`config.mk`:
```
export PLATFORM = sky130hd
export DESIGN_NAME = pcr_clock_reset
export DESIGN_NICKNAME = d
export VERILOG_FILES = /design/src/hdl/pcr_pkg.sv /design/src/hdl/pcr_clock_reset.sv
export SDC_FILE = /design/constraint.sdc
export NUM_CORES = 1
export LEC_CHECK = 0
export BUFFER_PORTS_ARGS = -buffer_cell sky130_fd_sc_hd__buf_4
export CAP_MARGIN = 5
export CORE_UTILIZATION = 50
export DETAILED_ROUTE_END_ITERATION = 7
export PLACE_DENSITY = 0.74
export SLEW_MARGIN = 20
export SYNTH_ARGS = -nofsm -noshare
export SYNTH_HDL_FRONTEND = slang
export SYNTH_SLANG_ARGS = --single-unit
```
`constraint.sdc`:
```
create_clock -name sys_clk -period 3.5 [get_ports sys_clk]
set_clock_uncertainty 0.1 [all_clocks]
set_input_delay 0.35 -clock sys_clk [delete_from_list [all_inputs] [get_ports sys_clk]]
set_output_delay 0.35 -clock sys_clk [all_outputs]
set_load 0.01 [all_outputs]
```
`src/hdl/pcr_pkg.sv`:
```
/*
 * Constants, types and timing figures for the clock and reset generation unit.
 * Assumes a single 100 MHz system clock and synchronous, active-low reset.
 */
// Overview of operation
// - Loop reference is taken from the crystal reference input.
// - Loop multiplier is a firmware integer, held within 4 to 15.
// - Logic runs from the reference until the loop is configured and locked.
// - Loop output times the PWM outputs and derives the core clock.
// - Clock generators produce core, S/PDIF, ADC and master clock outputs.
// - Loop settings change only by firmware request, never autonomously.
// - Power-on pulse on each rise of the loop supply above threshold.
// - Active power-on reset drives the reset output low.
// - Core or PWM supply brown-out drives the reset output low.
// - System reset starts on external reset low or power-on pulse.
// - Counter stretches internal reset in time and cycles after release.
// - During external reset: all resets active, oscillator on, loop off; reset_output_n does not follow external reset here.
package pcr_pkg;
    localparam int unsigned CLK_PERIOD_NS = 10;
    localparam int CNT_W = 12;

    // Power-on pulse width, least time
    localparam int unsigned POR_PULSE_NS = 200;
    localparam int unsigned POR_PULSE_CYC = (POR_PULSE_NS + CLK_PERIOD_NS - 1) / CLK_PERIOD_NS;
    localparam logic [CNT_W-1:0] POR_PULSE_CNT = CNT_W'(POR_PULSE_CYC - 1);

    // Internal reset stretch: both a least time and a least cycle count
    localparam int unsigned RST_HOLD_NS = 10000;
    localparam int unsigned RST_HOLD_TIME_CYC = (RST_HOLD_NS + CLK_PERIOD_NS - 1) / CLK_PERIOD_NS;
    localparam int unsigned RST_HOLD_MIN_CYC = 256;
    localparam int unsigned RST_HOLD_CYC = (RST_HOLD_TIME_CYC > RST_HOLD_MIN_CYC) ?
        RST_HOLD_TIME_CYC : RST_HOLD_MIN_CYC;
    localparam logic [CNT_W-1:0] RST_HOLD_CNT = CNT_W'(RST_HOLD_CYC - 1);

    // Clock switch dead gap, select flips halfway through it
    localparam logic [3:0] SW_GAP_CNT = 4'h7;
    localparam logic [3:0] SW_GAP_HALF = 4'h3;

    localparam logic [3:0] MULT_MIN = 4'h4;
    localparam logic [3:0] MULT_MAX = 4'hF;
    localparam logic [3:0] MULT_RESET = 4'h4;

    localparam logic [CNT_W-1:0] CNT_ZERO = 12'h000;
    localparam logic [7:0] DIV_ZERO = 8'h00;
    localparam logic [7:0] DIV_ONE = 8'h01;

    typedef enum logic [1:0] {
        PCR_SW_BYP = 2'b00,
        PCR_SW_GAP_IN = 2'b01,
        PCR_SW_LOOP = 2'b10,
        PCR_SW_GAP_OUT = 2'b11
    } pcr_sw_state_t;
endpackage

```
`src/hdl/pcr_clock_reset.sv`:
```
/*
 * Clock and reset generation unit: power-on pulse, brown-out reset output,
 * stretched system reset, loop control and glitch-free bypass switch, and
 * four clock generators.
 * Assumes all pins are synchronous to sys_clk; the analog loop, oscillator
 * and clock mux sit outside and obey the control outputs here.
 */
`timescale 1ns/10ps

module pcr_clk_div (
    input wire logic sys_clk,
    input wire logic rstn,
    input wire logic run,
    input wire logic [7:0] div,
    output logic clk_out
);
    typedef struct packed {
        logic [7:0] cnt;
        logic q;
    } pcr_div_st_t;

    pcr_div_st_t st_reg;
    pcr_div_st_t st_next;

    // Half period of div cycles; zero behaves as one
    always_comb begin
        st_next = st_reg;
        if (!run) begin
            st_next.cnt = pcr_pkg::DIV_ZERO;
            st_next.q = 1'b0;
        end else if (st_reg.cnt + pcr_pkg::DIV_ONE >= div) begin
            st_next.cnt = pcr_pkg::DIV_ZERO;
            st_next.q = !st_reg.q;
        end else begin
            st_next.cnt = st_reg.cnt + pcr_pkg::DIV_ONE;
        end
    end

    always_ff @(posedge sys_clk) begin
        if (!rstn) begin
            st_reg <= '0;
        end else begin
            st_reg <= st_next;
        end
    end

    assign clk_out = st_reg.q;
endmodule

module pcr_clock_reset (
    input wire logic sys_clk,
    input wire logic rstn,
    input wire logic crystal_ref_in,
    input wire logic external_reset_in_n,
    input wire logic loop_supply_rail,
    input wire logic core_supply_rail,
    input wire logic pwm_supply_rail,
    input wire logic loop_lock_in,
    input wire logic fw_loop_enable,
    input wire logic fw_loop_select,
    input wire logic [3:0] fw_loop_mult,
    input wire logic [7:0] fw_core_div,
    input wire logic [7:0] fw_spdif_div,
    input wire logic [7:0] fw_adc_div,
    input wire logic [7:0] fw_mclk_div,
    output logic loop_ref_clk,
    output logic [3:0] loop_mult,
    output logic loop_enable,
    output logic osc_enable,
    output logic sys_clk_sel_loop,
    output logic sys_clk_gate_en,
    output logic pwm_clk_sel_loop,
    output logic por_pulse,
    output logic reset_output_n,
    output logic sys_reset_n,
    output logic core_clk_out,
    output logic spdif_clk_out,
    output logic adc_clk_out,
    output logic mclk_out
);
    typedef struct packed {
        logic ref_q;
        logic sup_q;
        logic por;
        logic [pcr_pkg::CNT_W-1:0] por_cnt;
        logic rst_out_n;
        logic sys_rst_n;
        logic [pcr_pkg::CNT_W-1:0] hold_cnt;
        logic loop_en;
        logic [3:0] mult;
        pcr_pkg::pcr_sw_state_t sw;
        logic [3:0] gap_cnt;
        logic sel;
        logic gate;
    } pcr_core_st_t;

    pcr_core_st_t st_reg;
    pcr_core_st_t st_next;
    logic in_rst;
    logic go_loop;

    assign in_rst = !external_reset_in_n || !st_reg.sys_rst_n;
    // Loop use needs firmware request, enable and lock all together
    assign go_loop = st_reg.loop_en && fw_loop_select && loop_lock_in;

    always_comb begin
        st_next = st_reg;
        st_next.ref_q = crystal_ref_in;
        st_next.sup_q = loop_supply_rail;

        // Pulse on every rise of the loop supply, incl. after a droop
        if (loop_supply_rail && !st_reg.sup_q) begin
            st_next.por = 1'b1;
            st_next.por_cnt = pcr_pkg::POR_PULSE_CNT;
        end else if (!loop_supply_rail) begin
            st_next.por = 1'b0;
        end else if (st_reg.por) begin
            if (st_reg.por_cnt == pcr_pkg::CNT_ZERO) begin
                st_next.por = 1'b0;
            end else begin
                st_next.por_cnt = st_reg.por_cnt - 1'b1;
            end
        end

        st_next.rst_out_n = !(st_next.por || !core_supply_rail || !pwm_supply_rail);

        // Stretch restarts while any source is active
        if (!external_reset_in_n || st_reg.por) begin
            st_next.sys_rst_n = 1'b0;
            st_next.hold_cnt = pcr_pkg::RST_HOLD_CNT;
        end else if (st_reg.hold_cnt != pcr_pkg::CNT_ZERO) begin
            st_next.hold_cnt = st_reg.hold_cnt - 1'b1;
        end else begin
            st_next.sys_rst_n = 1'b1;
        end

        st_next.loop_en = !in_rst && fw_loop_enable;

        // Multiplier only moves while bypassed, so a loop in use as clock source never steps
        if (st_reg.sw == pcr_pkg::PCR_SW_BYP) begin
            if (fw_loop_mult < pcr_pkg::MULT_MIN) begin
                st_next.mult = pcr_pkg::MULT_MIN;
            end else begin
                st_next.mult = fw_loop_mult;
            end
        end

        unique case (st_reg.sw)
            pcr_pkg::PCR_SW_BYP: begin
                if (go_loop) begin
                    st_next.sw = pcr_pkg::PCR_SW_GAP_IN;
                    st_next.gap_cnt = pcr_pkg::SW_GAP_CNT;
                end
            end
            pcr_pkg::PCR_SW_GAP_IN: begin
                if (!go_loop) begin
                    st_next.sw = pcr_pkg::PCR_SW_GAP_OUT;
                    st_next.gap_cnt = pcr_pkg::SW_GAP_CNT;
                end else if (st_reg.gap_cnt == 4'h0) begin
                    st_next.sw = pcr_pkg::PCR_SW_LOOP;
                end else begin
                    st_next.gap_cnt = st_reg.gap_cnt - 1'b1;
                end
                if (go_loop && st_reg.gap_cnt == pcr_pkg::SW_GAP_HALF) begin
                    st_next.sel = 1'b1;
                end
            end
            pcr_pkg::PCR_SW_LOOP: begin
                if (!go_loop) begin
                    st_next.sw = pcr_pkg::PCR_SW_GAP_OUT;
                    st_next.gap_cnt = pcr_pkg::SW_GAP_CNT;
                end
            end
            pcr_pkg::PCR_SW_GAP_OUT: begin
                if (st_reg.gap_cnt == 4'h0) begin
                    st_next.sw = pcr_pkg::PCR_SW_BYP;
                end else begin
                    st_next.gap_cnt = st_reg.gap_cnt - 1'b1;
                end
                if (st_reg.gap_cnt == pcr_pkg::SW_GAP_HALF) begin
                    st_next.sel = 1'b0;
                end
            end
        endcase

        // Reset forces bypass at once; the mux is gated, so no runt pulse
        if (in_rst) begin
            st_next.sw = pcr_pkg::PCR_SW_BYP;
            st_next.sel = 1'b0;
        end
        // Any select move, forced ones too, keeps the gate shut for that cycle
        st_next.gate = ((st_next.sw == pcr_pkg::PCR_SW_BYP) ||
            (st_next.sw == pcr_pkg::PCR_SW_LOOP)) &&
            (st_next.sel == st_reg.sel);
    end

    always_ff @(posedge sys_clk) begin
        if (!rstn) begin
            st_reg <= '0;
            st_reg.rst_out_n <= 1'b0;
            st_reg.mult <= pcr_pkg::MULT_RESET;
            st_reg.sw <= pcr_pkg::PCR_SW_BYP;
            st_reg.gate <= 1'b1;
        end else begin
            st_reg <= st_next;
        end
    end

    assign loop_ref_clk = st_reg.ref_q;
    assign loop_mult = st_reg.mult;
    assign loop_enable = st_reg.loop_en;
    assign osc_enable = 1'b1;
    assign sys_clk_sel_loop = st_reg.sel;
    assign sys_clk_gate_en = st_reg.gate;
    assign pwm_clk_sel_loop = st_reg.sel;
    assign por_pulse = st_reg.por;
    assign reset_output_n = st_reg.rst_out_n;
    assign sys_reset_n = st_reg.sys_rst_n;

    // Generators follow the selected system clock, held while in reset
    pcr_clk_div u_core_div (
        .sys_clk(sys_clk),
        .rstn(rstn),
        .run(st_reg.sys_rst_n),
        .div(fw_core_div),
        .clk_out(core_clk_out)
    );
    pcr_clk_div u_spdif_div (
        .sys_clk(sys_clk),
        .rstn(rstn),
        .run(st_reg.sys_rst_n),
        .div(fw_spdif_div),
        .clk_out(spdif_clk_out)
    );
    pcr_clk_div u_adc_div (
        .sys_clk(sys_clk),
        .rstn(rstn),
        .run(st_reg.sys_rst_n),
        .div(fw_adc_div),
        .clk_out(adc_clk_out)
    );
    pcr_clk_div u_mclk_div (
        .sys_clk(sys_clk),
        .rstn(rstn),
        .run(st_reg.sys_rst_n),
        .div(fw_mclk_div),
        .clk_out(mclk_out)
    );

    localparam int SWITCH_BOUND = 12;
endmodule

```
==> flow_summary.yaml <==
timing:
  period_share: 0.725
  drv_slew: 0
  setup_tns_ns: 0
  tightest_slew_ns: 0.977
  hold_viol_final: 0
  rsz0062_at_grt: "false"
  slew_headroom: 0.345
  setup_viol: 0
  min_period_ns: 2.54
  max_freq_ghz: 0.394
cells_and_area:
  drive_above_1_share: 0.153
  register_area_um2: 1560
  largest_reg_flops: 31
  nets: 669
  antenna_cells: 0
  multi_input_area_um2: 2700
  areaGrowthSynthToFinish_pct: 17.1
  nFillCells: 744
logic_synthesis:
  synth_top_cell_by_area: "dfxtp_1"
  synth_top_area_frac: 0.346
  synth_area_leaders: "dfxtp_1 (35%), ha_1 (11%), nor3b_1 (5.3%), a21oi_1 (4.0%), inv_1 (3.7%)"
  synth.avg_cell_area_um2: 8.60
  synth_seq_area_share: 0.346
  synth.distinct_cells: 52
  synthXorXnorAreaFrac: 0.0602
  ys_seq_elements: 78
  syn-num-nets: 611
  synth_top_family_by_area: "simple AND/OR/NAND/NOR gates"
  syn_inst: 525
  yosys_warnings: 0
  synthAdderAreaFrac: 0.111
  yosys.area_share.simple: 0.273
  synth_flop_cell: "dfxtp_1"
  async_flop_share: 0
  synth_compound_area_frac: 0.144
  syn_area_um2: 4510
  synth_edf_count: 0
  synthMuxAreaShare: 0.00887
route:
  drc: 0
  vias_per_cell: 5.68
  wl_per_cell_um: 13.6
  vias: 3950
  drt-initial-drc-count: 145
  first_pass_iters: 4
  wl_um: 9470
  ant_nets: 0
floorplanning:
  start_util: 0.518
  rows: 34
  die_x_um: 97.0
  coreArea_um2: 8720
  ioPinCount: 63
  dieArea_um2: 9410
  chipHeight_um: 97.0
clocking:
  post_cts_resized: 0
  cts_num_sinks: 78
  cts_root_buf: "clkbuf_8"
  clk_pin_slew_ns: 0.08
  insertion_delay_ns: 0.36
  cts_buffers: 9
  cts_tree: "built"
  ctsHtreeMaxLevel: 3
  postCtsSetupBuffers: 0
  hold_buffers: 0
  clockBufferDepth: 2
global_route:
  grt_pass1_vias: 3707
  grt_first_pass_wirelength_um: 16400
  overflow: 0
  antenna_found_initial: 0
  grt_max_degree: 19
  grtUsageTotal: 0.209
setup_path:
  worstPathMaxFanout: 8
  cpPeakStageDelay_ns: 0.80
  timing.rr.start: "u_mclk_div.st_reg[1]$_SDFF_PP0_"
  arrival_ns: 2.64
  path_cells: "ha_1 > nand3_1 > nor2_1 > xor2_1 > ha_1 > nand3_1 > a211oi_1 > nor3b_1"
  crit_buf_inv: 0
  setup.worst_path.class: "flop to flop"
  slowest_stage: "a211oi_1"
  crit_required_ns: 3.60
  reg2reg_to: "u_mclk_div.st_reg[2]$_SDFF_PP0_"
  rrSetupSlack_ns: 0.96
  cp-start-kind: "flop"
  worstRegToRegCells: 8
  path_delay_family: "compound AO/OA/AOI/OAI gates"
  worst_setup_path_end_kind: "flop"
hold_path:
  hold_path_class: "primary input to flop"
  min_from: "crystal_ref_in"
  hold_depth: 2
  worstHoldEndpoint: "loop_ref_clk$_SDFF_PN0_"
run_status:
  status: "complete, no violations"
power:
  p_leak_nw: 2.26
  ir_drop_v: 0.000235
  p_total_mw: 1.95
  cellPowerDensity_nw_per_um2: 369
place:
  post-dp-hpwl_um: 7040
  routabilityCongestion: 0.815
  port_buffers: 61
run:
  drv_cap: 0
==> per-stage QoR <==
step / hold slack, ns / std cells / setup WS [ns] / util / instance area, µm²
2_1_floorplan: 0.350 / 525 / 1.33 / - / 4510
3_3_place_gp: 0.365 / 680 / 1.03 / 0.577 / 5030
3_5_place_dp: 0.376 / 680 / 0.990 / 0.577 / 5030
4_1_cts: 0.0817 / 696 / 0.977 / 0.606 / 5290
5_1_grt: 0.0871 / 696 / 0.709 / 0.606 / 5290
6_report: 0.0972 / 696 / 0.963 / 0.606 / 5290
==> placed cells by master (no fill, tap or decap), drive strengths merged, types with 22 or more instances in the layout <==
| master | count |
|---|---|
| ha | 40 |
| dfxtp | 78 |
| nor2 | 22 |
| nand3 | 22 |
| nor3b | 32 |
| buf | 62 |
| inv | 47 |
| nand2 | 32 |
| a21oi | 36 |
==> layer usage <==
layer | track usage | part of all wire | wire [µm]
met1 | 0.267 | 0.47 | 4430
met2 | 0.344 | 0.48 | 4540
met3 | 0.0462 | 0.042 | 400
met4 | 0.0735 | 0.012 | 111
met5 | 0 | 0 | 0
==> worst max path at each step <==
stage / from / endpoint / slack [ns] / cells past startpoint
floorplan: u_adc_div.st_reg[1]$_SDFF_PP0_ / u_adc_div.st_reg[2]$_SDFF_PP0_ / 1.33 / 8
global placement: u_adc_div.st_reg[1]$_SDFF_PP0_ / u_adc_div.st_reg[2]$_SDFF_PP0_ / 1.03 / 8
detailed placement: u_mclk_div.st_reg[1]$_SDFF_PP0_ / u_mclk_div.st_reg[2]$_SDFF_PP0_ / 0.99 / 8
CTS: u_mclk_div.st_reg[1]$_SDFF_PP0_ / u_mclk_div.st_reg[2]$_SDFF_PP0_ / 0.98 / 8
global route: u_mclk_div.st_reg[1]$_SDFF_PP0_ / u_mclk_div.st_reg[3]$_SDFF_PP0_ / 0.71 / 8
finish: u_mclk_div.st_reg[1]$_SDFF_PP0_ / u_mclk_div.st_reg[2]$_SDFF_PP0_ / 0.96 / 8
==> cells in the mapped netlist (3+ instances only) <==
cell type / number
o2111ai_1: 6
and2_1: 11
a2111oi_0: 5
inv_1: 45
xor2_1: 17
nor4_1: 11
nor3_1: 16
nand3_1: 22
o21a_1: 4
ha_1: 40
o21ai_0: 13
nand3b_1: 12
clkbuf_1: 5
mux2i_1: 4
or4_1: 5
nor2_1: 22
nor2b_1: 9
nand4b_1: 3
nand2b_1: 7
or3_1: 8
a211oi_1: 11
a21oi_1: 36
nand4_1: 5
a31oi_1: 5
o211ai_1: 5
and3_1: 6
buf_2: 3
nand2_1: 32
xnor2_1: 14
nor3b_1: 32
buf_4: 6
or3_2: 3
dfxtp_1: 78
==> where the power goes <==
part | internal [mW] | switching [mW] | total [mW]
Combinational | 0.0882 | 0.0912 | 0.179
Sequential | 0.905 | 0.0177 | 0.923
Clock | 0.500 | 0.349 | 0.848
Total | 1.49 | 0.458 | 1.95
==> cell families after synthesis <==
logic type | count (synthesis)
other | 1
and+or+nand+nor | 211
xor gates and xnor gates | 31
AOI/OAI and AO/OA | 99
adders and majority gates | 40
DFF | 78
buffers and inverters | 61
muxes | 4
==> final cells by class <==
cell class / count / share of cell area
Multi-Input combinational cell: 386 / 0.510
Sequential cell: 78 / 0.295
Tap cell: 108 / 0.0256
Clock inverter: 6 / 0.0220
Inverter: 46 / 0.0327
Timing Repair Buffer: 62 / 0.0881
Clock buffer: 10 / 0.0260
==> worst register-to-register path, cell delays in order, from the launching register on <==
cell	delay, ns
dfxtp_1	0.40
ha_1	0.20
nand3_1	0.11
nor2_1	0.14
xor2_1	0.09
ha_1	0.29
nand3_1	0.14
a211oi_1	0.80
nor3b_1	0.12
No activity file was read; power rests on OpenSTA's default activity.
